### src/logic/crwi_pkg.sv
// Functional notes
// Reset pin low performs hardware reset; every control register returns to default.
// Reset pin pull-up enable is bit 1, default 1; pull-down is bit 0, default 0.
// Both pull enables set selects a bus keeper on the reset pin.
// With keeper active, reset input keeps its last level while the line floats.
// Far side resets the multidrop audio bus before asserting the reset pin.
// Any write to register zero triggers a software reset of most registers; the code ignores writes during pin reset or sleep.
// Software reset leaves the sequencer memory and its user sequences intact.
// Only a first access via another control interface may fail after soft reset.
// Sleep whenever analog and I/O supplies are up but core supply is low.
// Sleep holds core in reset; always-on registers survive; wake acts as soft reset.
// Sequencer memory reverts on power-on, hardware reset or sleep entry.
// Firmware memory clears on power-on, hardware reset or sleep, not soft reset.
// Boot-complete flags stay low during hardware reset, software reset and sleep.
// Boot sequence runs after every reset or wake; flags rise when it ends.
// Host should not write control registers until boot-complete reads as set.
// Boot-complete feeds interrupt logic as an event; both copies always agree.
// Register zero reads a fixed 16-bit identification code in bits 15 to 0.
// Register one reads an 8-bit read-only silicon revision code.
// Register two reads an 8-bit read-only driver revision code.
// Boot-complete flag at bit 7: 0 means booting, 1 means boot finished.
// Pin defaults reload after any reset or wake; reset pin setup survives wake.
// Reset pin and register-zero trigger pass through flops before resetting logic.
// Flags rise only after all defaults and memory reversions have been applied.
`default_nettype none

package crwi_pkg;
  localparam int unsigned ADDR_W = 16;
  localparam int unsigned IDX_W  = 14;
  // Register indices; byte address is four times the index
  localparam logic [IDX_W-1:0] IDX_SOFT_RESET = 14'h0000;
  localparam logic [IDX_W-1:0] IDX_HW_REV     = 14'h0001;
  localparam logic [IDX_W-1:0] IDX_SW_REV     = 14'h0002;
  localparam logic [IDX_W-1:0] IDX_PAD_CTRL   = 14'h1ad0;
  localparam logic [IDX_W-1:0] IDX_BOOT_STS1  = 14'h1880;
  localparam logic [IDX_W-1:0] IDX_BOOT_STS2  = 14'h1980;
  // Field layout and reset values
  localparam int unsigned PAD_PU_BIT     = 1;
  localparam int unsigned PAD_PD_BIT     = 0;
  localparam logic [1:0]  PAD_CTRL_RST   = 2'h2;
  localparam int unsigned BOOT_DONE_BIT  = 7;
  localparam logic [31:0] BOOT_DONE_MASK = 32'h0000_0080;
  // Timing counts in pclk cycles
  localparam int unsigned BOOT_CYCLES_DEF = 32;
  localparam int unsigned SOFT_HOLD_DEF   = 4;

  typedef enum logic [1:0] {CRWI_KIND_HW, CRWI_KIND_SOFT, CRWI_KIND_WAKE} crwi_kind_t;
  typedef enum logic [2:0] {REG_ID, REG_HWREV, REG_SWREV, REG_PAD, REG_STS1, REG_STS2,
                            REG_NONE} crwi_reg_t;

  // Word-aligned address decode shared by read and write paths
  function automatic crwi_reg_t crwi_decode(input logic [ADDR_W-1:0] addr);
    crwi_reg_t r;
    r = REG_NONE;
    if (addr[1:0] == 2'h0)
    begin
      case (addr[ADDR_W-1:2])
        IDX_SOFT_RESET: r = REG_ID;
        IDX_HW_REV:     r = REG_HWREV;
        IDX_SW_REV:     r = REG_SWREV;
        IDX_PAD_CTRL:   r = REG_PAD;
        IDX_BOOT_STS1:  r = REG_STS1;
        IDX_BOOT_STS2:  r = REG_STS2;
        default:        r = REG_NONE;
      endcase
    end
    return r;
  endfunction
endpackage

`default_nettype wire

### src/logic/crwi_boot_if.sv
`default_nettype none

// Hold request out to the boot sequencer, completion back
interface crwi_boot_if;
  logic hold;
  logic done;
  logic done_event;
  modport ctl (output hold, input done, input done_event);
  modport seq (input hold, output done, output done_event);
endinterface

`default_nettype wire

### src/logic/crwi_pin_keeper.sv
`default_nettype none

// Reset pin input stage: synchroniser, pulls and bus keeper
module crwi_pin_keeper (
  // Clock and reset
  input  wire logic pclk,
  input  wire logic presetn,
  // Pad
  input  wire logic pin_in,
  input  wire logic pin_released,
  input  wire logic pullup_en,
  input  wire logic pulldown_en,
  output logic      pin_out,
  output logic      pin_oe,
  // Resolved level
  output logic      level
);
  import crwi_pkg::*;

  logic [1:0] meta;
  logic [1:0] sync;
  logic       keep_en;

  assign keep_en = pullup_en & pulldown_en;

  // Two flops per pad input; reset pin starts low so power-up acts as a reset
  always_ff @(posedge pclk or negedge presetn)
  begin
    if (!presetn)
    begin
      meta <= 2'h0;
      sync <= 2'h0;
    end
    else
    begin
      meta <= {pin_released, pin_in};
      sync <= meta;
    end
  end

  // Floating line: keeper holds, else a lone pull decides
  always_ff @(posedge pclk or negedge presetn)
  begin
    if (!presetn)
      level <= 1'h0;
    else if (!sync[1])
      level <= sync[0];
    else if (keep_en)
      level <= level;
    else if (pullup_en)
      level <= 1'h1;
    else if (pulldown_en)
      level <= 1'h0;
  end

  // Keeper drives the held level back onto the floating pin
  assign pin_out = level;
  assign pin_oe  = keep_en & sync[1];
endmodule

`default_nettype wire

### src/logic/crwi_boot_seq.sv
`default_nettype none

// Boot sequence timer: waits out the hold, then counts the boot length
module crwi_boot_seq #(
  parameter int BOOT_CYCLES = crwi_pkg::BOOT_CYCLES_DEF
) (
  // Clock and reset
  input  wire logic  pclk,
  input  wire logic  presetn,
  // Hold and completion
  crwi_boot_if.seq   bif
);
  import crwi_pkg::*;

  typedef enum logic [1:0] {BS_HOLD, BS_RUN, BS_DONE} crwi_boot_state_t;
  localparam logic [15:0] LAST = 16'(BOOT_CYCLES - 1);
  localparam int AST_LAT = BOOT_CYCLES + 1;

  crwi_boot_state_t state;
  logic [15:0]      cnt;

  // Any hold drops the flags at once; boot restarts after release
  always_ff @(posedge pclk or negedge presetn)
  begin
    if (!presetn)
    begin
      state          <= BS_HOLD;
      cnt            <= 16'h0000;
      bif.done       <= 1'h0;
      bif.done_event <= 1'h0;
    end
    else
    begin
      bif.done_event <= 1'h0;
      if (bif.hold)
      begin
        state    <= BS_HOLD;
        bif.done <= 1'h0;
      end
      else
      begin
        case (state)
          BS_HOLD:
          begin
            state <= BS_RUN;
            cnt   <= 16'h0000;
          end
          BS_RUN:
          begin
            if (cnt == LAST)
            begin
              state          <= BS_DONE;
              bif.done       <= 1'h1;
              bif.done_event <= 1'h1;
            end
            else
              cnt <= cnt + 16'h0001;
          end
          default: state <= state;
        endcase
      end
    end
  end
endmodule

`default_nettype wire

### src/logic/crwi_reset_wake.sv
// Our own choice: the APB register port.
`default_nettype none

// Reset, sleep and wake control with identification registers on APB
module crwi_reset_wake #(
  parameter logic [15:0] DEVICE_ID   = 16'ha5c3, // Arbitrary value
  parameter logic [7:0]  SILICON_REVISION_CODE = 8'h01,    // Arbitrary value
  parameter logic [7:0]  DRIVER_REVISION_CODE = 8'h01,    // Arbitrary value
  parameter int          BOOT_CYCLES = crwi_pkg::BOOT_CYCLES_DEF,
  parameter int          SOFT_HOLD   = crwi_pkg::SOFT_HOLD_DEF
) (
  // Clock and power-on reset
  input  wire logic                        pclk,
  input  wire logic                        presetn,
  // APB slave
  input  wire logic                        psel,
  input  wire logic                        penable,
  input  wire logic                        pwrite,
  input  wire logic [crwi_pkg::ADDR_W-1:0] paddr,
  input  wire logic [31:0]                 pwdata,
  input  wire logic [3:0]                  pstrb,
  output logic                             pready,
  output logic [31:0]                      prdata,
  output logic                             pslverr,
  // Reset pin pad
  input  wire logic                        reset_pin_in,
  input  wire logic                        reset_pin_released,
  output logic                             reset_pin_out,
  output logic                             reset_pin_oe,
  output logic                             reset_pin_pullup_enable,
  output logic                             reset_pin_pulldown_enable,
  // Supply monitors
  input  wire logic                        analog_supply_ok,
  input  wire logic                        io_supply_ok,
  input  wire logic                        core_supply_ok,
  // Core control
  output logic                             core_reset_n,
  output logic                             sleep_mode,
  output logic                             seq_mem_revert,
  output logic                             fw_mem_clear,
  output logic                             pin_defaults_load,
  output logic                             pin_defaults_keep_aon,
  // Boot status to interrupt logic
  output logic                             boot_complete_flag_1,
  output logic                             boot_complete_flag_2,
  output logic                             boot_done_event
);
  import crwi_pkg::*;

  localparam logic [3:0] SOFT_LOAD = 4'(SOFT_HOLD);

  crwi_boot_if bif ();

  logic [2:0] sup_meta;
  logic [2:0] sup_sync;
  logic       pin_level;
  logic       hw_reset_active;
  logic       hw_q;
  logic       sleep_q;
  logic       soft_req;
  logic [3:0] soft_cnt;
  logic       hold;
  logic       hold_q;
  logic [1:0] pad_ctrl;
  crwi_kind_t kind;
  crwi_reg_t  reg_sel;
  logic       setup_ph;
  logic       wr_fire;
  logic       core_busy;

  // Reset pin stage with pulls and keeper
  crwi_pin_keeper u_keeper (
    .pclk         (pclk),
    .presetn      (presetn),
    .pin_in       (reset_pin_in),
    .pin_released (reset_pin_released),
    .pullup_en    (pad_ctrl[PAD_PU_BIT]),
    .pulldown_en  (pad_ctrl[PAD_PD_BIT]),
    .pin_out      (reset_pin_out),
    .pin_oe       (reset_pin_oe),
    .level        (pin_level)
  );

  // Boot timer
  crwi_boot_seq #(
    .BOOT_CYCLES (BOOT_CYCLES)
  ) u_boot (
    .pclk    (pclk),
    .presetn (presetn),
    .bif     (bif.seq)
  );

  // Low resolved pin level means hardware reset, already three flops deep
  assign hw_reset_active = ~pin_level;

  // Supply monitors are asynchronous, so two flops before any logic
  always_ff @(posedge pclk or negedge presetn)
  begin
    if (!presetn)
    begin
      sup_meta <= 3'h0;
      sup_sync <= 3'h0;
    end
    else
    begin
      sup_meta <= {core_supply_ok, io_supply_ok, analog_supply_ok};
      sup_sync <= sup_meta;
    end
  end

  // Sleep: analog and I/O present, core below threshold
  always_ff @(posedge pclk or negedge presetn)
  begin
    if (!presetn)
      sleep_mode <= 1'h0;
    else
      sleep_mode <= sup_sync[0] & sup_sync[1] & ~sup_sync[2];
  end

  // APB phases; one fixed-latency slave, so every access completes
  assign setup_ph  = psel & ~penable;
  assign wr_fire   = psel & penable & pwrite;
  assign reg_sel   = crwi_decode(paddr);
  assign pready    = 1'h1;
  assign core_busy = hw_reset_active | sleep_mode;

  // Read data and error captured in setup so they come from flops in access
  always_ff @(posedge pclk or negedge presetn)
  begin
    if (!presetn)
    begin
      prdata  <= 32'h0000_0000;
      pslverr <= 1'h0;
    end
    else if (setup_ph)
    begin
      pslverr <= (reg_sel == REG_NONE);
      case (reg_sel)
        REG_ID:    prdata <= {16'h0000, DEVICE_ID};
        REG_HWREV: prdata <= {24'h00_0000, SILICON_REVISION_CODE};
        REG_SWREV: prdata <= {24'h00_0000, DRIVER_REVISION_CODE};
        REG_PAD:   prdata <= {30'h0000_0000, pad_ctrl};
        REG_STS1:  prdata <= BOOT_DONE_MASK & {32{boot_complete_flag_1}};
        REG_STS2:  prdata <= BOOT_DONE_MASK & {32{boot_complete_flag_2}};
        default:   prdata <= 32'h0000_0000;
      endcase
    end
  end

  // Any value written to register zero outside pin reset and sleep requests a soft reset, one flop later
  always_ff @(posedge pclk or negedge presetn)
  begin
    if (!presetn)
      soft_req <= 1'h0;
    else
      soft_req <= wr_fire & (reg_sel == REG_ID) & ~core_busy;
  end

  // Soft reset holds the core for a few cycles after the trigger
  always_ff @(posedge pclk or negedge presetn)
  begin
    if (!presetn)
      soft_cnt <= 4'h0;
    else if (soft_req)
      soft_cnt <= SOFT_LOAD;
    else if (soft_cnt != 4'h0)
      soft_cnt <= soft_cnt - 4'h1;
  end

  // Combined hold; the core and boot flags stay in reset while it is high
  assign hold         = hw_reset_active | sleep_mode | soft_req | (soft_cnt != 4'h0);
  assign bif.hold     = hold;
  assign core_reset_n = ~hold;

  // Pad control: reset by pin and soft reset, but always-on across sleep
  always_ff @(posedge pclk or negedge presetn)
  begin
    if (!presetn)
      pad_ctrl <= PAD_CTRL_RST;
    else if (hw_reset_active || soft_req)
      pad_ctrl <= PAD_CTRL_RST;
    else if (wr_fire && reg_sel == REG_PAD && pstrb[0] && !sleep_mode)
      pad_ctrl <= pwdata[1:0];
  end

  assign reset_pin_pullup_enable   = pad_ctrl[PAD_PU_BIT];
  assign reset_pin_pulldown_enable = pad_ctrl[PAD_PD_BIT];

  // Edge history for memory and pin-default pulses
  always_ff @(posedge pclk or negedge presetn)
  begin
    if (!presetn)
    begin
      hw_q    <= 1'h0;
      sleep_q <= 1'h0;
      hold_q  <= 1'h0;
    end
    else
    begin
      hw_q    <= hw_reset_active;
      sleep_q <= sleep_mode;
      hold_q  <= hold;
    end
  end

  // Memory reversion on pin reset or sleep entry; soft reset leaves both alone.
  // Issued while the hold is high, so boot cannot finish before it lands.
  always_ff @(posedge pclk or negedge presetn)
  begin
    if (!presetn)
    begin
      seq_mem_revert <= 1'h0;
      fw_mem_clear   <= 1'h0;
    end
    else
    begin
      seq_mem_revert <= (hw_reset_active & ~hw_q) | (sleep_mode & ~sleep_q);
      fw_mem_clear   <= (hw_reset_active & ~hw_q) | (sleep_mode & ~sleep_q);
    end
  end

  // Reset kind, highest cause wins; wake keeps always-on pin setup
  always_ff @(posedge pclk or negedge presetn)
  begin
    if (!presetn)
      kind <= CRWI_KIND_HW;
    else if (hw_reset_active)
      kind <= CRWI_KIND_HW;
    else if (sleep_mode)
      kind <= CRWI_KIND_WAKE;
    else if (soft_req)
      kind <= CRWI_KIND_SOFT;
  end

  // Pin defaults reload as the hold releases
  always_ff @(posedge pclk or negedge presetn)
  begin
    if (!presetn)
    begin
      pin_defaults_load     <= 1'h0;
      pin_defaults_keep_aon <= 1'h0;
    end
    else
    begin
      pin_defaults_load     <= hold_q & ~hold;
      pin_defaults_keep_aon <= (kind == CRWI_KIND_WAKE);
    end
  end

  // Both flag copies come from one flop, so they cannot disagree
  assign boot_complete_flag_1 = bif.done;
  assign boot_complete_flag_2 = bif.done;
  assign boot_done_event      = bif.done_event;
endmodule

`default_nettype wire

### config.mk
export PLATFORM = sky130hd
export DESIGN_NAME = crwi_reset_wake
export DESIGN_NICKNAME = d
export VERILOG_FILES = /design/src/logic/crwi_pkg.sv /design/src/logic/crwi_boot_if.sv /design/src/logic/crwi_pin_keeper.sv /design/src/logic/crwi_boot_seq.sv /design/src/logic/crwi_reset_wake.sv
export SDC_FILE = /design/constraint.sdc
export NUM_CORES = 1
export LEC_CHECK = 0
export BUFFER_PORTS_ARGS = -buffer_cell sky130_fd_sc_hd__buf_2
export CAP_MARGIN = 20
export CELL_PAD_IN_SITES_DETAIL_PLACEMENT = 1
export CELL_PAD_IN_SITES_GLOBAL_PLACEMENT = 1
export CORE_MARGIN = 2
export CORE_UTILIZATION = 37
export CTS_BUF_LIST = sky130_fd_sc_hd__clkbuf_4 sky130_fd_sc_hd__clkbuf_8
export DETAILED_ROUTE_END_ITERATION = 8
export PLACE_DENSITY = 0.89
export SYNTH_ARGS = -nofsm -noshare
export SYNTH_HDL_FRONTEND = slang
export SYNTH_HIERARCHICAL = 1
export SYNTH_SLANG_ARGS = --single-unit
export TNS_END_PERCENT = 10
### constraint.sdc
create_clock -name pclk -period 2.6 [get_ports pclk]
set_input_delay 0.52 -clock pclk [delete_from_list [all_inputs] [get_ports pclk]]
set_output_delay 0.52 -clock pclk [all_outputs]
set_load 0.05 [all_outputs]
==> results of run 1 <==
## final cells by class
type,instances,area [sq um],area share (%)
sequential,52,1300,42.2
inverter,13,48.8,1.58
timing repair buffer,56,310,10.1
tap,99,124,4.02
multi-input combinational,199,1210,39.1
clock buffer,5,68.8,2.23
clock inverter,3,22.5,0.730
## layer usage
layer | share of wire, % | wire [microns] | global-route usage (%) | vias up
met3 | 5.8 | 395 | 3.77 | 8
met4 | 0.86 | 59 | 4.74 | 0
met5 | 0 | 0 | 0 | -
met2 | 52 | 3580 | 31.3 | 99
met1 | 41 | 2830 | 20.7 | 1132
li1 | - | - | - | 1054
## cell usage in the layout, fill, tap and decap left out, types with 8 or more instances in the layout
| cell type | n |
|---|---|
| a21oi_1 | 10 |
| o21ai_0 | 12 |
| nand2_1 | 19 |
| dfrtp_1 | 51 |
| nand4_1 | 8 |
| nor2_1 | 18 |
| conb_1 | 25 |
| buf_2 | 49 |
| a31oi_1 | 14 |
| inv_1 | 12 |
## power by group
group | internal [W] | leakage [nW] | total (W) | switching [W]
logic | 0.000142 | 0.703 | 0.000477 | 0.000335
clock network | 0.000193 | 0.0485 | 0.000469 | 0.000276
registers | 0.000886 | 0.674 | 0.000955 | 0.0000690
total | 0.00122 | 1.43 | 0.00190 | 0.000680
## critical path, cell delays in order, from the launching register on
cell and delay, ns:
dfrtp_1 0.42, inv_1 0.10, ha_1 0.19, nor2b_1 0.18, nand2b_1 0.19, nor3_4 0.20, clkbuf_4 0.27
## state kept, by name (all words and copies together), names as in the netlist, 2 cells and up
signal,cells
soft_cnt,4
u_boot/state,2
prdata,4
u_keeper/meta,2
sup_meta,3
sup_sync,3
u_boot/cnt,16
pad_ctrl,2
kind,2
u_keeper/sync,2
## cell usage after synthesis (all sizes together), types with 4 or more instances
library cell  instances  area share, %
buf                  35             10
nand3                 7            1.3
nand2                19            2.6
nor3                  8            1.5
nand4                 8            1.8
nor4                  6            1.6
nor2b                 4           0.91
or4                   6            2.1
and3                  4           0.96
dfrtp                51             47
nand2b                4           0.91
nor2                 19            2.6
inv                  13            1.8
a21oi                11            2.1
o21ai                14            2.6
a31oi                14            3.2
or3                   4           0.96
## kinds of logic (layout without fill, tap and decap cells)
kind of cell	count (synthesis)	after routing	synth area share [%]
adder cells (fa/ha/maj)	3	3	1.37
flip-flops	52	52	47.5
AO/OA/AOI/OAI	68	68	17.4
XOR/XNOR	1	1	0.319
multiplexers	2	2	0.730
AND/OR/NAND/NOR	100	100	20.2
other	2	25	0.274
buffers and inverters	51	77	12.2
## per-stage QoR
stage               std cells  util (%)  instance area [sq um]  hold slack, ns
CTS                       427      42.7                   3080           0.189
detailed placement        419      41.4                   2990           0.337
global route              427      42.8                   3080           0.192
floorplan                 302         -                   2840           0.224
global placement          419      41.4                   2990           0.332
finish                    427      42.8                   3080           0.189
## worst paths after layout
| path | end | slack (ns) | depth (start not counted) | from |
|---|---|---|---|---|
| hold / removal | sup_meta[2]$_DFF_PN0_ | 0.19 | 2 | presetn |
| max in group asynchronous | pad_ctrl[1]$_DFFE_PN1P_ | 2.11 | 2 | presetn |
| setup reg to reg | u_boot/cnt[1]$_DFFE_PN0P_ | 0.24 | 10 | soft_cnt[0]$_DFFE_PN0P_ |
| setup / recovery | core_reset_n | 0.22 | 6 | soft_cnt[0]$_DFFE_PN0P_ |
| min in group pclk | sup_meta[2]$_DFF_PN0_ | 0.31 | 1 | core_supply_ok |
| hold reg to reg | sup_sync[0]$_DFF_PN0_ | 0.36 | 0 | sup_meta[0]$_DFF_PN0_ |
==> metrics.csv, run 1 <==
metric,value,unit
status,completed,
yosysWarnings,6,
cp-end-kind,output port,
chipWidth,90.1,microns
max_freq,0.421,GHz
cts.path.max_buffers,2,
synth.avg_cell_area,9.83,sq um
cts_tree,yes,
slew_headroom,57.8,%
ant_nets,0,
finalHoldViolCount,0,
finalCritPeriodShare,91.5,%
n_fill_cell,865,
cts_max_level,2,
cts_resized,0,
grt_usage,17.3,%
die_h,90.1,microns
grt_pass1_vias,2319,
final_nets,392,
drcViolationCount,0,
dp_hpwl,5030,microns
grt_pass1_wl,11400,microns
powerDensity,616,nW/um^2
p_total,0.00190,W
clk_pin_slew,0.10,ns
via_per_inst,5.37,
hold_path_class,input port to async pin,
leakage,1.43,nW
numClockSinks,52,
grt_max_degree,53,
area_growth_syn_to_layout,12.4,%
postCtsHoldBufs,0,
io_buffers,50,
layout-drive-gt1-share,24.4,%
fin_tns_setup,0,ns
required,2.08,ns
synth_ff_type,dfrtp_1,
post-place-ws,0.124,ns
crit_path_start_kind,register,
syn_inst,279,
rsz0062_at_grt,no,
skew,0.00946,ns
antenna_found_initial,0,
path_max_fanout,4,
wirelength,6860,microns
cts_buffers,5,
fin_crit,2.38,ns
routedWlPerCell,16.1,microns
boundaryPins,109,
cts-root-buf,clkbuf_8,
drt_iter0_drc,107,
synth_seq_area_share,47.5,%
ys_ff_latch,52,
initial_core_util,38.0,%
synth_edf_count,0,
drv_slew,0,
worstMarginPinSlew,0.632,ns
ys_types,54,
diodes,0,
ir_drop,0.260,mV
syn_area,2740,sq um
die-area,8120,sq um
grt_overflow,0,
cap_violations,0,
setup_viol,0,
crit_arrival,1.86,ns
post_cts_buffers,0,
fp.coreArea,7210,sq um
worst_slack,0.222,ns
worst-setup-path-type,register to output port,
row_count,31,
firstDrtPassIters,4,
async_flop_share,100,%
via_count,2293,
clkLatencyLatePin,0.31,ns
globalplace.congestion,0.929,
(Power assumes the default switching activity.)
==> inputs of run 2 (changes only) <==
--- a/config.mk
+++ b/config.mk
@@ -13,6 +13,7 @@
 export CORE_UTILIZATION = 37
 export CTS_BUF_LIST = sky130_fd_sc_hd__clkbuf_4 sky130_fd_sc_hd__clkbuf_8
 export DETAILED_ROUTE_END_ITERATION = 8
+export MAX_ROUTING_LAYER = met4
 export PLACE_DENSITY = 0.89
 export SYNTH_ARGS = -nofsm -noshare
 export SYNTH_HDL_FRONTEND = slang
==> run 2 against run 1 <==
Clock power barely moved; final cell count did not move; critical endpoint unchanged; register-to-register slack barely moved; wire length fell by 0.26%.
==> metrics.csv, run 2 (synthesis results as in run 1) <==
metric,value,unit
worstMarginPinSlew,0.623,ns
wirelength,6840,microns
dp_cells,419,
path_max_fanout,4,
grt_max_degree,53,
io_buffers,50,
required,2.08,ns
worst-setup-path-type,register to output port,
path_depth,6,
diodes,0,
skew,0.00844,ns
final_cell_area,3080,sq um
chipWidth,90.1,microns
ant_nets,0,
row_count,31,
die-area,8120,sq um
via_count,2308,
initial_core_util,38.0,%
grt_usage,17.8,%
clkLatencyLatePin,0.31,ns
finalCritPeriodShare,91.5,%
firstDrtPassIters,5,
top_register,u_boot/cnt,
reg.largest.list,"u_boot/cnt: 16 flops, prdata: 4 flops, soft_cnt: 4 flops",
path_delay_family,simple AND/OR/NAND/NOR gates,
worst_slack,0.222,ns
cts-root-buf,clkbuf_8,
largest_register_ff_count,16,
leakage,1.43,nW
crit_path_start,soft_cnt[0]$_DFFE_PN0P_,
crit_slowest_cell,dfrtp_1,
cp-end-kind,output port,
rsz0062_at_grt,no,
max_freq,0.420,GHz
drcViolationCount,0,
layout_commonest_cell,dfrtp_1,
cts.path.max_buffers,2,
finalHoldViolCount,0,
fin_util,42.8,%
post-place-ws,0.124,ns
drt_iter0_drc,114,
fin_crit,2.38,ns
cap_violations,0,
post_cts_buffers,0,
final_nets,392,
antenna_found_initial,0,
via_per_inst,5.41,
grt_pass1_vias,2320,
most-common-layout-cells,"dfrtp_1 (51), buf_2 (49), conb_1 (25)",
grt_overflow,0,
drv_slew,0,
final_cells,427,
slew_headroom,58.4,%
cp_cell_sequence,"inv_1, ha_1, nor2b_1, nand2b_1, nor3_4, clkbuf_4",
r2r_cells,10,
globalplace.congestion,0.946,
r2r_slack,0.24,ns
crit_path_end,core_reset_n,
setup_viol,0,
r2r-start,soft_cnt[0]$_DFFE_PN0P_,
grt_pass1_wl,11400,microns
hold_path_class,input port to async pin,
cts_tree,yes,
n_fill_cell,865,
powerDensity,617,nW/um^2
routedWlPerCell,16.0,microns
reg2reg_to,u_boot/cnt[1]$_DFFE_PN0P_,
fin_tns_setup,0,ns
ir_drop,0.260,mV
area_growth_syn_to_layout,12.4,%
status,completed,
numClockSinks,52,
cp_slowest_stage_delay,0.42,ns
layout-drive-gt1-share,24.4,%
crit_path_start_kind,register,
crit_arrival,1.86,ns
fp.coreArea,7210,sq um
cp_num_buf_inv,2,
die_h,90.1,microns
cts_buffers,5,
boundaryPins,109,
clk_pin_slew,0.10,ns
placed_cell_area,2990,sq um
cts_max_level,2,
dp_hpwl,5030,microns
==> run 2: cell counts in the layout (fill, tap and decap cells not counted) <==
Identical to the previous run, type by type.
==> run 2: where the power goes <==
part / internal [W] / switching, W / total [W]
sequential: 0.000886 / 0.0000683 / 0.000955
clock: 0.000193 / 0.000278 / 0.000472
combinational: 0.000142 / 0.000335 / 0.000477
==> run 2: timing repair <==
action	4_1_cts	5_1_grt
hold buffers	0	0
gates resized for setup	0	4
endpoints found under the setup margin	0	13
==> run 2: metrics by stage <==
stage / power, W / hold slack (ns)
2_1_floorplan: 0.00133 / 0.224
3_3_place_gp: 0.00140 / 0.332
3_5_place_dp: 0.00145 / 0.337
4_1_cts: 0.00192 / 0.189
5_1_grt: 0.00202 / 0.192
6_report: 0.00190 / 0.185
==> run 2: how the worst min path moves through the flow <==
stage                                     from                          to  slack [ns]  depth (start not counted)
floorplan                              presetn      fw_mem_clear$_DFF_PN0_        0.22                          0
global placement    u_keeper/meta[0]$_DFF_PN0_  u_keeper/sync[0]$_DFF_PN0_        0.33                          0
detailed placement       sup_meta[0]$_DFF_PN0_       sup_sync[0]$_DFF_PN0_        0.34                          0
CTS                                    presetn       sup_sync[1]$_DFF_PN0_        0.19                          2
global route                           presetn       sup_sync[1]$_DFF_PN0_        0.19                          2
finish                                 presetn       sup_meta[2]$_DFF_PN0_        0.19                          2
==> run 2: final cells by class <==
| class | instances | area, sq um | share of cell area [%] |
|---|---|---|---|
| flip-flops and latches | 52 | 1300 | 42.2 |
| multi-input cells | 199 | 1210 | 39.1 |
| repair buffers | 56 | 310 | 10.1 |
| well taps | 99 | 124 | 4.02 |
| clock buffers | 5 | 68.8 | 2.23 |
| inverters | 13 | 48.8 | 1.58 |
| clock inverters | 3 | 22.5 | 0.730 |
==> run 2: layer usage <==
metal / share of wire (%) / up-vias / track usage (%)
li1: - / 1056 / -
met5: 0 / - / -
met2: 52 / 95 / 31.1
met3: 5.4 / 7 / 3.77
met1: 41 / 1150 / 20.7
met4: 1.1 / 0 / 4.74
